<file path="src/design/sweep_unit_regs.svh">
// Constants for the sweep unit
`ifndef SWEEP_UNIT_REGS_SVH
`define SWEEP_UNIT_REGS_SVH
`define SWU_DEST_FREQ    2'h0
`define SWU_DEST_PHASE   2'h1
`define SWU_DWELL_NORMAL 2'h0
`define SWU_DWELL_FALL   2'h1
`define SWU_DWELL_RISE   2'h2
`define SWU_DWELL_CONT   2'h3
`define SWU_CLK_DIV      16
`define SWU_PHASE_W      16
`define SWU_AMP_W        12
`endif

</file>
<file path="src/design/swu_pkg.sv">
// Types for the sweep unit
package swu_pkg;
  typedef enum logic [0:0] {
    SWU_FALL = 1'b0,
    SWU_RISE = 1'b1
  } swu_dir_e;
endpackage : swu_pkg

</file>
<file path="src/design/swu_tick_div.sv">
// Divider producing the ramp clock enable pulse
`timescale 1ns/100ps
`default_nettype none
module swu_tick_div #(
  parameter int DIV = 16
) (
  input  wire logic clk,   // System clock
  input  wire logic rst,   // Sync reset, high
  input  wire logic run,   // Divider runs when high
  output logic      tick   // One-cycle enable
);
  initial begin
    if (DIV < 2) $error("swu_tick_div: DIV below 2");
  end
  localparam int CW = $clog2(DIV);
  logic [CW-1:0] count;
  logic [CW-1:0] next_count;
  always_comb begin
    next_count = count;
    if (!run) begin
      next_count = '0;
    end else if (count == CW'(DIV - 1)) begin
      next_count = '0;
    end else begin
      next_count = count + CW'(1);
    end
  end
  always_ff @(posedge clk) begin
    if (rst) begin
      count <= '0;
    end else begin
      count <= next_count;
    end
  end
  assign tick = run && (count == CW'(DIV - 1));

  // Separate count since the last tick, so the rate check does not trust count
  localparam int GW = CW + 1;
  logic [GW-1:0] gap_cnt;
  logic [GW-1:0] next_gap_cnt;
  always_comb begin
    next_gap_cnt = gap_cnt + GW'(1);
    if (!run || tick) begin
      next_gap_cnt = '0;
    end
  end
  always_ff @(posedge clk) begin
    if (rst) begin
      gap_cnt <= '0;
    end else begin
      gap_cnt <= next_gap_cnt;
    end
  end
  tick_rate_a: assert property (@(posedge clk) disable iff (rst)
    run |-> tick == (gap_cnt == GW'(DIV - 1)))
    else $error("ramp tick rate wrong");
endmodule : swu_tick_div
`default_nettype wire

</file>
<file path="src/design/swu_sweep_unit.sv">
// Digital ramp sweep unit of a DDS core
`timescale 1ns/100ps
`default_nettype none
`include "sweep_unit_regs.svh"
module swu_sweep_unit #(
  parameter int ACC_W  = 32,
  parameter int TMR_W  = 16
) (
  input  wire logic             clk,            // System clock
  input  wire logic             rst,            // Sync reset, high
  input  wire logic             io_update,      // Register commit strobe
  input  wire logic             ramp_enable,    // Pending ramp enable
  input  wire logic             ramp_clear,     // Pending accumulator clear
  input  wire logic [1:0]       ramp_dest,      // Destination field
  input  wire logic [1:0]       no_dwell,       // Dwell mode field
  input  wire logic [ACC_W-1:0] step_rise,      // Rising step size
  input  wire logic [ACC_W-1:0] step_fall,      // Falling step size
  input  wire logic [TMR_W-1:0] rate_rise,      // Rising interval P
  input  wire logic [TMR_W-1:0] rate_fall,      // Falling interval N
  input  wire logic [ACC_W-1:0] limit_upper,    // Upper limit
  input  wire logic [ACC_W-1:0] limit_lower,    // Lower limit
  input  wire logic             ramp_direction_pin, // Direction pin
  input  wire logic             ramp_freeze_pin,    // Hold pin
  input  wire logic [31:0]      prof_freq,      // Profile frequency
  input  wire logic [15:0]      prof_phase,     // Profile phase
  input  wire logic [11:0]      prof_amp,       // Profile amplitude
  output logic      [ACC_W-1:0] ramp_out,       // Ramp value
  output logic      [31:0]      dds_freq,       // Frequency to DDS
  output logic      [15:0]      dds_phase,      // Phase to DDS
  output logic      [11:0]      dds_amp,        // Amplitude to DDS
  output logic                  ramp_active     // Committed enable
);
  initial begin
    if (ACC_W != 32) $error("swu_sweep_unit: ACC_W must be 32");
    if (TMR_W < 1) $error("swu_sweep_unit: TMR_W below 1");
  end

  // Committed control bits
  logic en_q, clr_q;
  logic next_en_q, next_clr_q;
  logic en_rise;
  always_comb begin
    next_en_q  = en_q;
    next_clr_q = clr_q;
    if (io_update) begin
      next_en_q  = ramp_enable;
      next_clr_q = ramp_clear;
    end
  end
  assign en_rise = io_update && ramp_enable && !en_q;

  logic tick;
  // Gating the divider stands in for stopping the ramp clock
  swu_tick_div #(.DIV(`SWU_CLK_DIV)) u_div (
    .clk  (clk),
    .rst  (rst),
    .run  (en_q),
    .tick (tick)
  );

  // Pin synchronisers, advanced on the ramp clock tick
  logic dir_s1, dir_s2, dir_d, hold_s1, hold_s2;
  logic next_dir_s1, next_dir_s2, next_dir_d, next_hold_s1, next_hold_s2;
  always_comb begin
    next_dir_s1  = dir_s1;
    next_dir_s2  = dir_s2;
    next_dir_d   = dir_d;
    next_hold_s1 = hold_s1;
    next_hold_s2 = hold_s2;
    if (tick) begin
      next_dir_s1  = ramp_direction_pin;
      next_dir_s2  = dir_s1;
      next_dir_d   = dir_s2;
      next_hold_s1 = ramp_freeze_pin;
      next_hold_s2 = hold_s1;
    end
  end
  logic dir_fall_edge, dir_rise_edge, dir_change;
  assign dir_fall_edge = dir_d && !dir_s2;
  assign dir_rise_edge = !dir_d && dir_s2;
  assign dir_change    = dir_fall_edge || dir_rise_edge;

  // Ramp core
  swu_pkg::swu_dir_e dir, next_dir;
  logic running, next_running;
  logic [ACC_W-1:0] acc, next_acc;
  logic [TMR_W-1:0] tmr, next_tmr;

  function automatic logic [ACC_W-1:0] clamp_add(
    input logic [ACC_W-1:0] v, input logic [ACC_W-1:0] s,
    input logic [ACC_W-1:0] hi);
    logic [ACC_W:0] sum;
    sum = {1'b0, v} + {1'b0, s};
    if (sum > {1'b0, hi}) clamp_add = hi;
    else clamp_add = sum[ACC_W-1:0];
  endfunction : clamp_add

  function automatic logic [ACC_W-1:0] clamp_sub(
    input logic [ACC_W-1:0] v, input logic [ACC_W-1:0] s,
    input logic [ACC_W-1:0] lo);
    if (s > v || (v - s) < lo) clamp_sub = lo;
    else clamp_sub = v - s;
  endfunction : clamp_sub
  logic [TMR_W-1:0] reload;
  logic at_top, at_bot;
  assign at_top = (acc >= limit_upper);
  assign at_bot = (acc <= limit_lower);

  always_comb begin
    next_dir     = dir;
    next_running = running;
    next_acc     = acc;
    next_tmr     = tmr;
    reload       = (dir == swu_pkg::SWU_RISE) ? rate_rise : rate_fall;
    if (!en_q) begin
      next_running = 1'b0;
      next_tmr     = '0;
      next_acc     = limit_lower;
    end else if (clr_q) begin
      next_acc = limit_lower;
      next_tmr = '0;
    end else if (tick && !hold_s2) begin
      case (no_dwell)
        `SWU_DWELL_NORMAL: begin
          next_dir = dir_s2 ? swu_pkg::SWU_RISE : swu_pkg::SWU_FALL;
          next_running = 1'b1;
        end
        `SWU_DWELL_FALL: begin
          if (dir_fall_edge &&
              !(running && dir == swu_pkg::SWU_FALL)) begin
            next_dir = swu_pkg::SWU_FALL;
            next_running = 1'b1;
          end
        end
        `SWU_DWELL_RISE: begin
          if (dir_rise_edge &&
              !(running && dir == swu_pkg::SWU_RISE)) begin
            next_dir = swu_pkg::SWU_RISE;
            next_running = 1'b1;
          end
        end
        default: begin
          next_running = 1'b1;
          if (dir_fall_edge && dir == swu_pkg::SWU_RISE) begin
            next_dir = swu_pkg::SWU_FALL;
          end else if (dir_rise_edge && dir == swu_pkg::SWU_FALL) begin
            next_dir = swu_pkg::SWU_RISE;
          end
        end
      endcase
      if (next_dir != dir || (next_running && !running)) begin
        next_tmr = '0;
      end else if (running) begin
        if (tmr != '0) begin
          next_tmr = tmr - TMR_W'(1);
        end else begin
          next_tmr = reload - TMR_W'(1);
          if (dir == swu_pkg::SWU_RISE) begin
            next_acc = clamp_add(acc, step_rise, limit_upper);
          end else begin
            next_acc = clamp_sub(acc, step_fall, limit_lower);
          end
        end
      end
      // Limit reached handling per dwell mode
      if (no_dwell == `SWU_DWELL_FALL && running &&
          dir == swu_pkg::SWU_FALL && at_bot) begin
        next_acc = limit_upper;
        next_running = 1'b0;
      end
      if (no_dwell == `SWU_DWELL_RISE && running &&
          dir == swu_pkg::SWU_RISE && at_top) begin
        next_acc = limit_lower;
        next_running = 1'b0;
      end
      if (no_dwell == `SWU_DWELL_CONT) begin
        if (dir == swu_pkg::SWU_RISE && at_top) begin
          next_dir = swu_pkg::SWU_FALL;
        end else if (dir == swu_pkg::SWU_FALL && at_bot) begin
          next_dir = swu_pkg::SWU_RISE;
        end
      end
    end
  end
  always_ff @(posedge clk) begin
    if (rst) begin
      en_q    <= 1'b0;
      clr_q   <= 1'b0;
      dir_s1  <= 1'b0;
      dir_s2  <= 1'b0;
      dir_d   <= 1'b0;
      hold_s1 <= 1'b0;
      hold_s2 <= 1'b0;
      dir     <= swu_pkg::SWU_FALL;
      running <= 1'b0;
      acc     <= '0;
      tmr     <= '0;
    end else begin
      en_q    <= next_en_q;
      clr_q   <= next_clr_q;
      dir_s1  <= next_dir_s1;
      dir_s2  <= next_dir_s2;
      dir_d   <= next_dir_d;
      hold_s1 <= next_hold_s1;
      hold_s2 <= next_hold_s2;
      dir     <= next_dir;
      running <= next_running;
      acc     <= next_acc;
      tmr     <= next_tmr;
    end
  end

  // Output routing
  logic [31:0] next_freq;
  logic [15:0] next_phase;
  logic [11:0] next_amp;
  always_comb begin
    next_freq  = prof_freq;
    next_phase = prof_phase;
    next_amp   = prof_amp;
    if (en_q) begin
      if (ramp_dest == `SWU_DEST_FREQ) begin
        next_freq = acc;
      end else if (ramp_dest == `SWU_DEST_PHASE) begin
        next_phase = acc[`SWU_PHASE_W-1:0];
      end else begin
        next_amp = acc[`SWU_AMP_W-1:0];
      end
    end
  end
  always_ff @(posedge clk) begin
    if (rst) begin
      dds_freq  <= '0;
      dds_phase <= '0;
      dds_amp   <= '0;
    end else begin
      dds_freq  <= next_freq;
      dds_phase <= next_phase;
      dds_amp   <= next_amp;
    end
  end
  assign ramp_out    = acc;
  assign ramp_active = en_q;
  // Checks
  enable_commit_a: assert property (@(posedge clk) disable iff (rst)
    !io_update |=> en_q == $past(en_q))
    else $error("enable changed without commit");
  disabled_idle_a: assert property (@(posedge clk) disable iff (rst)
    !en_q |-> !tick ##1 (acc == $past(limit_lower) && !running))
    else $error("ramp not idle while disabled");
  limit_clamp_a: assert property (@(posedge clk) disable iff (rst)
    en_q && !clr_q && $past(en_q) && limit_upper > limit_lower &&
    $stable(limit_upper) && $stable(limit_lower) && !$past(clr_q) &&
    $past(acc) >= limit_lower && $past(acc) <= limit_upper
    |-> acc <= limit_upper && acc >= limit_lower)
    else $error("ramp outside limits");
  clear_lower_a: assert property (@(posedge clk) disable iff (rst)
    en_q && clr_q |=> acc == $past(limit_lower))
    else $error("clear did not hold lower limit");
  hold_freeze_a: assert property (@(posedge clk) disable iff (rst)
    en_q && !clr_q && hold_s2 && !en_rise |=> acc == $past(acc))
    else $error("ramp moved while held");
  freq_route_a: assert property (@(posedge clk) disable iff (rst)
    en_q && ramp_dest == `SWU_DEST_FREQ |=> dds_freq == $past(acc))
    else $error("frequency not routed");
  amp_route_a: assert property (@(posedge clk) disable iff (rst)
    en_q && ramp_dest[1] |=> dds_amp == $past(acc[11:0]) &&
    dds_phase == $past(prof_phase))
    else $error("amplitude routing wrong");
  rise_step_a: assert property (@(posedge clk) disable iff (rst)
    en_q && !clr_q && tick && !hold_s2 && running && tmr == '0 &&
    dir == swu_pkg::SWU_RISE && no_dwell == `SWU_DWELL_NORMAL &&
    dir_s2 && {1'b0, acc} + {1'b0, step_rise} <= {1'b0, limit_upper}
    |=> acc == $past(acc) + $past(step_rise))
    else $error("rising step wrong");
  cover_rise_c: cover property (@(posedge clk)
    en_q && dir == swu_pkg::SWU_RISE && at_top);
  cover_fall_c: cover property (@(posedge clk)
    en_q && dir == swu_pkg::SWU_FALL && at_bot);
  cover_cont_c: cover property (@(posedge clk)
    en_q && no_dwell == `SWU_DWELL_CONT && dir_change);
  cover_hold_c: cover property (@(posedge clk) en_q && hold_s2 && running);
endmodule : swu_sweep_unit
`default_nettype wire

</file>
<file path="config.mk">
export PLATFORM = sky130hd
export DESIGN_NAME = swu_sweep_unit
export DESIGN_NICKNAME = d
export VERILOG_FILES = /design/src/design/swu_pkg.sv /design/src/design/swu_tick_div.sv /design/src/design/swu_sweep_unit.sv
export VERILOG_INCLUDE_DIRS = /design/src /design/src/design
export SDC_FILE = /design/constraint.sdc
export NUM_CORES = 1
export LEC_CHECK = 0
export ABC_AREA = 0
export BUFFER_PORTS_ARGS = -buffer_cell sky130_fd_sc_hd__buf_2
export CAP_MARGIN = 10
export CORE_MARGIN = 3
export CORE_UTILIZATION = 40
export DETAILED_ROUTE_END_ITERATION = 6
export GPL_TIMING_DRIVEN = 1
export HOLD_SLACK_MARGIN = 0.15
export SLEW_MARGIN = 5
export SYNTH_ARGS = -nofsm -noshare
export SYNTH_HDL_FRONTEND = slang
export SYNTH_HIERARCHICAL = 1
export SYNTH_SLANG_ARGS = --single-unit
</file>
<file path="constraint.sdc">
create_clock -name clk -period 19.5 [get_ports clk]
set_input_delay 5.85 -clock clk [delete_from_list [all_inputs] [get_ports clk]]
set_output_delay 5.85 -clock clk [all_outputs]
set_load 0.02 [all_outputs]
</file>
; ---- Yosys cells after proc, flatten, opt, wreduce, memory -nomap -nowiden
; Index checks and enable logic that the tools add are counted.
[classes]
reduce_logical = 38
addsub = 5
n_mux = 43
n_bitwise = 3
magnitude_cmp = 5
n_eq_ne = 10
[op_table]
columns = operator, n
row1 = 32-bit 2-to-1 mux, 13
row2 = 16-bit 2-to-1 mux, 7
row3 = 12-bit 2-to-1 mux, 3
row4 = 32-bit by 32-bit adder with 33-bit output, 1
row5 = 33-bit by 32-bit greater-than comparator with 1-bit output, 1
row6 = 32-bit >= comparator, 1
row7 = 32-bit greater-than comparator, 1
row8 = 32-bit <= comparator, 1
row9 = 32-bit less-than comparator, 1
row10 = 16-bit by 1-bit subtractor with 16-bit output (second input constant), 2
row11 = 32-bit subtractor, 1
row12 = 1-bit logical AND, 19
row13 = 1-bit 2-to-1 mux, 18
row14 = 16-bit nonzero test, 1
row15 = 5-bit by 3-bit != test with 1-bit output (second input constant), 2
row16 = 1-bit zero test, 6
row17 = 3-bit OR reduction, 2
row18 = 5-bit by 1-bit != test with 1-bit output (second input constant), 1
row19 = 4-bit by 1-bit adder with 4-bit output (second input constant), 1
row20 = 2-bit by 1-bit == test with 1-bit output (second input constant), 2
row21 = 2-bit == test (second input constant), 2
row22 = 4-bit == test (second input constant), 1
row23 = 2-bit zero test, 2
row24 = 2-bit AND reduction, 2
row25 = other kinds (10), 13
[word_totals]
output_inout_bits = 93
word_cells = 119
register_bits = 121
input_bits = 231

; ---- Depth between registers and ports, before layout
; Gate-level depths: netlist of run 1.
[depth]
word_depth = 17
mapped_depth = 25
mapped_depth_nobuf = 22

; ---- Modules after synthesis
; The synthesis of run 1 kept the hierarchy.
[by_module_without_submodules]
columns = module, n_inst, cells_each, seq_area_each_um2, area_per_inst_um2
row1 = swu_sweep_unit, 1, 1791, 2342.2, 13150.1
row2 = swu_tick_div, 1, 16, 80.1, 165.2

; ---- Least setup slack after synthesis of run 1
; OpenSTA, ideal clock, no wires.
[synth_timing]
path_type = input-to-reg
from = input step_rise[0]
to = register acc[22] (netlist: ramp_out[22])
n_path_buf = 1
required_time_ns = 19.368
path_slack_ns = 9.308
setup_ns = 0.132
stages = 21
arrival_ns = 10.059
path_cell_list = ha_1 -> fa_1 -> a211oi_2 -> o211ai_2 -> a21oi_4 -> a211oi_1 -> nor2_1 -> o21ai_1 -> a221oi_1 -> xnor2_1 -> ha_1 -> a21o_1 -> a211oi_1 -> nand4_1 -> a22oi_2 -> and2_4 -> buf_12 -> mux2_1 -> a221o_1 -> o211ai_1 -> a21oi_1
[synth_via]
elab_chain_cells = 12
[synth_rtl]
columns = element, line
row1 = start: declaration, swu_sweep_unit.sv:16  ; input wire logic [ACC_W-1:0] step_rise,
row2 = 32-bit by 32-bit adder with 33-bit output *, swu_sweep_unit.sv:93  ; sum = {1'b0, v} + {1'b0, s};
row3 = 33-bit by 32-bit greater-than comparator with 1-bit output, swu_sweep_unit.sv:94  ; if (sum > {1'b0, hi}) clamp_add = hi;
row4 = 32-bit 2-to-1 mux *, swu_sweep_unit.sv:94
row5 = 32-bit 2-to-1 mux *, swu_sweep_unit.sv:158  ; if (dir == swu_pkg::SWU_RISE) begin
row6 = 32-bit 2-to-1 mux *, swu_sweep_unit.sv:154  ; if (tmr != '0) begin
row7 = 32-bit 2-to-1 mux *, swu_sweep_unit.sv:153  ; end else if (running) begin
row8 = 32-bit 2-to-1 mux *, swu_sweep_unit.sv:151  ; if (next_dir != dir || (next_running && !running)) begin
row9 = 32-bit 2-to-1 mux *, swu_sweep_unit.sv:166  ; if (no_dwell == `SWU_DWELL_FALL && running &&
row10 = 32-bit 2-to-1 mux *, swu_sweep_unit.sv:171  ; if (no_dwell == `SWU_DWELL_RISE && running &&
row11 = 32-bit 2-to-1 mux *, swu_sweep_unit.sv:122  ; end else if (tick && !hold_s2) begin
row12 = 32-bit 2-to-1 mux *, swu_sweep_unit.sv:119  ; end else if (clr_q) begin
row13 = 32-bit 2-to-1 mux *, swu_sweep_unit.sv:115  ; if (!en_q) begin
row14 = end signal: assignment, swu_sweep_unit.sv:208  ; acc <= next_acc;
row15 = end: declaration, swu_sweep_unit.sv:86  ; logic [ACC_W-1:0] acc, next_acc;
; Mark *: on every way between the ends. The rest lies on a longest branch, timed or not. The select of a mux whose other input is x is not followed.
; A chain may end at the register's enable or synchronous reset.

; ---- Worst setup path in the final report of run 1
; Same ends and word-level chain as after synthesis.

==> run summary, run 1 <==
Clock-pin slew on the worst setup and hold paths: 0.06 ns
TritonCTS Buffers: 17
Critical path required time: 19.78 ns
Pins Over Slew Limit: 0
Die height: 188 um
Setup bufs post-CTS: 0
Int Pwr: 0.612 mW
P_leak: 7.56 nW
Final net count: 2516
I/O Buffers: 323
HP Start: u_div/count[0]
EDFF count, synth: 0
Setup WS post-layout: 8.55 ns
Vias in the first global route: 13900
Placement Cell Area: 0.0152 mm^2
Num ports: 324
Power share of the clock group: 30.7%
Post-Place Setup Slack: 8.24 ns
Gate Count Post-Synth: 1807
Worst path arrival time: 11.23 ns
Slew HR: 34.6%
Die ar.: 0.0355 mm^2
Worst setup EP type: flop
Worst VDD drop: 0.0852 mV
Most used DFF post-synth: dfxtp_1
Switching Power: 0.421 mW
Starting density of the core: 40.7%
Largest net degree at the start of global routing: 65
Worst reg2reg startpoint: ramp_out[1]
Fin Clk Skew: 0.00970 ns
Vias: 14700
Worst Setup Start Kind: input pin
WS Path Type: input pin to flop
Clock sinks: 121
GRT Total Usage: 26.3%
Share of cells above drive strength 1: 20.2%
Seq pwr share: 27.4%
Sequential share of the synthesized area: 18.2%
CTS Buffer Depth: 2
CTS root buf: clkbuf_16
R2R Path End: ramp_out[15]
Synth Cell Area: 0.0133 mm^2
Max cap viols: 0
Drt pass-1 iters: 5
Setup TNS: 0 ns
Power per Cell Area: 65.6 mW/mm^2
Syn Area/Cell: 7.37 um^2
TritonCTS clock tree: yes
Vias/cell: 5.78
Final Wtd Congestion: 0.940
CTS Hold Bufs: 0
Final period util: 56.1%
R2R cell count: 21
Gr ovfl total: 0
Core area: 0.0327 mm^2
FFs w/ async S/R, synth: 0%
FF+latch count, synth: 121
DRT Wirelength: 49.1 mm
Switching Share: 40.7%
Antenna violations before repair: 3
DR iter-0 viols: 1263
Post-DP HPWL: 39.0 mm
Drt drc: 0
Fin Hold WS: 0.453 ns
Hold Crit Class: flop to flop
Syn_nets: 2238
Final instance area: 0.0158 mm^2
Fmax: 91.4 MHz
Area added between synthesis and finish: 18.4%
Outcome: finished clean
Post-CTS Resized: 0
Crit path time final: 10.95 ns
Yosys cell types: 100
Worst hold stages: 1
Flop2flop setup slack: 13.31 ns
Final hold viol count: 0
Endpoints failing setup: 0
RSZ-0062 raised after global routing: false
CTS H-tree depth: 4
Worst-skew pair later-pin latency: 0.43 ns
Row count: 66
Final ANT Viol Nets: 0
WL/cell: 19.3 um
Combinational share of power: 41.9%
Horiz. Die Dim: 188 um
Hold EP: u_div/count[0]
CP max FO: 45
Synth Warn #: 6
Slew @ Worst Pin: 0.979 ns
Global-route wire length before repair: 74.6 mm
registers in the layout, summed over array words and instances, names as in the netlist:
register     flops
u_div/count      4
tmr             16
hold_s2          1
dds_freq        32
dir_s1           1
dir_s2           1
hold_s1          1
clr_q            1
ramp_out        32
dir_d            1
ramp_active      1
dds_amp         12
dds_phase       16
dir              1
running          1
worst max-delay path, stage by stage:
cell and delay [ns]:
buf_2 0.10, ha_1 0.22, fa_1 0.44, a211oi_2 0.26, o211ai_2 0.14, a21oi_4 0.27, a211oi_1 0.13, nor2_1 0.33
o21ai_1 0.19, a221oi_1 0.36, xnor2_1 0.14, ha_1 0.35, nand4_1 0.11, nor4_1 0.38, a31oi_1 0.18, a22oi_2 0.38
and2_4 0.55, mux2_1 0.37, a221o_1 0.30, o211ai_1 0.09, a21oi_1 0.08
cells in the mapped netlist, types with 22 or more instances:
| cell type | n | area share [%] |
|---|---|---|
| o21ai_0 | 96 | 3.6 |
| clkbuf_1 | 41 | 1.2 |
| o211ai_1 | 25 | 1.4 |
| nor3_1 | 31 | 1.2 |
| dfxtp_1 | 121 | 18 |
| nand3_1 | 29 | 1.1 |
| nand4_1 | 36 | 1.7 |
| nor2_1 | 134 | 3.8 |
| xnor2_1 | 42 | 2.8 |
| inv_1 | 125 | 3.5 |
| a21o_1 | 38 | 2.1 |
| a211oi_1 | 25 | 1.4 |
| ha_1 | 198 | 19 |
| mux2i_1 | 22 | 1.7 |
| o21ai_1 | 33 | 1.2 |
| nand2_1 | 270 | 7.6 |
| a21oi_1 | 208 | 7.8 |
metal layers:
metal | track usage, % | part of all wire (%) | up-vias
li1 | - | - | 7158
met1 | 33.5 | 43 | 6813
met2 | 45.4 | 47 | 625
met3 | 4.82 | 7.4 | 86
met4 | 7.59 | 2.6 | 4
met5 | 0 | 0.043 | -
cell families after synthesis:
family          after synthesis  share of synthesized area (%)
compound gates              609                           30.1
xor+xnor                     58                           3.82
fa+ha+maj                   200                           18.9
buf+inv                     201                           6.50
flops                       121                           18.2
mux                          32                           2.50
simple gates                586                           20.0
per-stage QoR:
stage,instances,total power [mW],utilization (%)
2_1_floorplan,1807,0.595,-
3_3_place_gp,2508,0.707,46.4
3_5_place_dp,2508,0.715,46.4
4_1_cts,2540,1.03,48.2
5_1_grt,2541,1.10,48.2
6_report,2542,1.03,48.2
power by group through the flow:
stage | Clock, mW | Combinational, mW | Sequential (mW)
floorplan | 0 | 0.300 | 0.294
global placement | 0 | 0.418 | 0.289
global route | 0.331 | 0.482 | 0.285
detailed placement | 0 | 0.425 | 0.289
CTS | 0.321 | 0.428 | 0.284
finish | 0.317 | 0.433 | 0.284
cell type report:
class | count | area, um^2
clock buffer | 18 | 439
clock inverter | 14 | 136
sequential | 121 | 2420
inverter | 125 | 469
fill | 3380 | 16900
multi-input combinational | 1485 | 10000
timing repair buffer | 335 | 1710
tap | 442 | 553
antenna | 2 | 5.00
cells in the final DEF (no fill, tap or decap), types with 10 or more instances in the layout:
cell         n
dfxtp_1    120
o21ai_0     96
o21a_1      15
nand3_1     29
nand2b_1    11
buf_4       13
a22oi_1     16
nor3_1      31
and3_1      10
o211ai_1    25
xnor2_1     42
nand2_1    270
and2_1      10
o21ai_1     33
nand4_1     36
nor2_1     134
a31oi_1     16
clkbuf_16   17
buf_2      322
a21oi_1    208
mux2i_1     22
xor2_1      16
inv_1      125
a21o_1      38
ha_1       198
a221oi_1    14
a211oi_1    25
nor2b_1     11
worst max path at each step:
stage | depth (start not counted) | from | endpoint
after floorplan | 21 | step_rise[0] | ramp_out[22]
final | 21 | step_rise[0] | ramp_out[22]
after detailed placement | 21 | step_rise[0] | ramp_out[22]
after global routing | 23 | step_fall[1] | ramp_out[28]
after global placement | 23 | step_fall[3] | ramp_out[15]
after CTS | 21 | step_rise[0] | ramp_out[22]
(Power assumes the default switching activity.)
==> run 2: changes to the inputs <==
--- a/config.mk
+++ b/config.mk
@@ -6,7 +6,7 @@
 export SDC_FILE = /design/constraint.sdc
 export NUM_CORES = 1
 export LEC_CHECK = 0
-export ABC_AREA = 0
+export ABC_AREA = 1
 export BUFFER_PORTS_ARGS = -buffer_cell sky130_fd_sc_hd__buf_2
 export CAP_MARGIN = 10
 export CORE_MARGIN = 3
==> constraint.sdc (replaced) <==
create_clock -name clk -period 9.3 [get_ports clk]
set_input_delay 2.79 -clock clk [delete_from_list [all_inputs] [get_ports clk]]
set_output_delay 2.79 -clock clk [all_outputs]
set_load 0.02 [all_outputs]
==> run summary, run 2 <==
Outcome: finished clean
WL/cell: 16.6 um
Crit path time final: 6.56 ns
GRT Total Usage: 27.4%
Flop2flop setup slack: 4.43 ns
Pins Over Slew Limit: 0
Max cap viols: 0
Starting density of the core: 41.0%
CTS H-tree depth: 4
Vias in the first global route: 16500
Worst reg2reg startpoint: ramp_out[14]
Syn Area/Cell: 5.72 um^2
GR Layer Usage met1: 35.4%
Final hold viol count: 0
FF+latch count, synth: 121
Clock-pin slew on the worst setup and hold paths: 0.07 ns
CTS Hold Bufs: 0
Vias/cell: 5.01
Setup TNS: 0 ns
Final Wtd Congestion: 0.922
Hold EP: tmr[12]
Worst VDD drop: 0.141 mV
Worst path bufs/invs: 5
Area leader, netlist: nand2_1
CTS Buffer Depth: 2
WS Path Type: input pin to flop
P_leak: 10.7 nW
I/O Buffers: 323
CP dominant cell by count: nand2_1
GRT met2 Usage: 46.9%
R2R Path End: ramp_out[17]
Final core utilization: 47.7%
Drt drc: 0
Synth area leaders: nand2_1, ha_1, dfxtp_1
Post-CTS Resized: 0
Gate Count Post-Synth: 2731
Critical path required time: 9.68 ns
Share of cells above drive strength 1: 14.5%
Global route hottest layer: met2
Core area: 0.0381 mm^2
Worst path top cell family by delay: simple AND/OR/NAND/NOR gates
Worst path arrival time: 6.94 ns
Most used DFF post-synth: dfxtp_1
HP Start: tmr[12]
CP max FO: 53
Slew @ Worst Pin: 1.16 ns
Most common cell after layout, fill and taps aside: nand2_1
Vias: 17700
Post-Place Setup Slack: 2.35 ns
DRT Wirelength: 58.7 mm
Final ANT Viol Nets: 0
Worst-skew pair later-pin latency: 0.45 ns
Drt pass-1 iters: 5
Worst setup EP type: flop
Slew HR: 22.9%
Clock sinks: 121
Fin Hold WS: 0.465 ns
RSZ-0062 raised after global routing: false
DR iter-0 viols: 1394
Setup bufs post-CTS: 0
Endpoints failing setup: 0
TritonCTS clock tree: yes
Syn_nets: 3162
Area added between synthesis and finish: 16.5%
Sequential share of the synthesized area: 15.5%
EDFF count, synth: 0
Fillers: 4196
GR Util met3: 4.10%
Fin Clk Skew: 0.0191 ns
Final period util: 70.6%
TritonCTS Buffers: 17
Synth Warn #: 6
Row count: 71
Top cells by count, synth: nand2_1, inv_1, nor2_1
Die ar.: 0.0414 mm^2
Antenna violations before repair: 0
FFs w/ async S/R, synth: 0%
Worst hold stages: 2
Most common cell in the netlist: nand2_1
Crit-path slowest cell: buf_4
Critical path's largest stage delay: 0.54 ns
Synth Cell Area: 0.0156 mm^2
Yosys cell types: 46
Number of cells on the critical path: 28
Die height: 204 um
Most frequent cells in the layout: nand2_1, inv_1, buf_2
Setup WS post-layout: 2.74 ns
Fmax: 152 MHz
Horiz. Die Dim: 204 um
Synth top area share: 19.4%
Post-DP HPWL: 46.8 mm
Final net count: 3438
CTS root buf: clkbuf_16
Power per Cell Area: 148 mW/mm^2
Global-route wire length before repair: 89.1 mm
Num ports: 324
R2R cell count: 21
Gr ovfl total: 0
Hold Crit Class: flop to flop
Worst Setup Start Kind: input pin
Largest net degree at the start of global routing: 93
==> run 2: cell types whose count changed after synthesis, moves of 25 or more <==
cell      before  now
a21oi_2        4   40
nor2_1       134  274
a21o_1        38    9
inv_1        125  515
a21oi_1      208  249
nand2_1      270  805
a211oi_1      25    0
nand3_1       29  167
xnor2_1       42    7
o21ai_1       33    2
==> run 2: worst reg2reg max path, delay by kind of cell (launching register included) <==
family | cells | cell delay (ns)
buffers and inverters | 3 | 0.23
AND/OR/NAND/NOR | 11 | 2.08
adder cells (fa/ha/maj) | 2 | 0.70
AO/OA/AOI/OAI | 4 | 0.72
flip-flops | 1 | 0.79
XOR/XNOR | 1 | 0.25
==> run 2: logic make-up after synthesis <==
kind of cell	synth area share, %
compound gates	15.3
flops	15.5
buf+inv	15.1
xor+xnor	2.52
simple gates	35.5
fa+ha+maj	16.1
==> run 2: worst max-delay path by stage <==
stage | startpoint | to | slack [ns]
after global placement | step_fall[0] | ramp_out[29] | 2.46
final | step_fall[0] | ramp_out[29] | 2.74
after floorplan | step_rise[0] | ramp_out[23] | 3.58
after global routing | step_fall[0] | ramp_out[25] | 2.25
after CTS | step_fall[0] | ramp_out[31] | 2.82
after detailed placement | step_fall[0] | ramp_out[27] | 2.35
==> run 2: layout make-up <==
type                       instances  area [um^2]  area share, %
timing repair buffer             333         1690           9.30
sequential                       121         2420           13.3
antenna                            1         2.50         0.0138
clock inverter                    14          209           1.15
inverter                         518         1940           10.7
multi-input combinational       2016        10800           59.6
tap                              511          639           3.52
clock buffer                      18          439           2.41
==> run 2: routing by layer <==
metal / vias up / wire [um]
li1: 9115 / -
met1: 7853 / 25900
met2: 624 / 27200
met3: 99 / 3760
met4: 0 / 1790
met5: - / 0
==> run 2: stage by stage <==
stage / instance area (um^2) / cells / power, mW
global route: 18200 / 3531 / 2.91
global placement: 17500 / 3499 / 1.91
floorplan: 15600 / 2731 / 1.55
finish: 18200 / 3532 / 2.70
CTS: 18200 / 3531 / 2.70
detailed placement: 17500 / 3499 / 1.93
==> run 2: report_power, final <==
part | internal [mW] | total (mW) | switching [mW]
registers | 0.553 | 0.625 | 0.0721
logic | 0.448 | 1.31 | 0.864
clock network | 0.464 | 0.763 | 0.299
total | 1.46 | 2.70 | 1.24
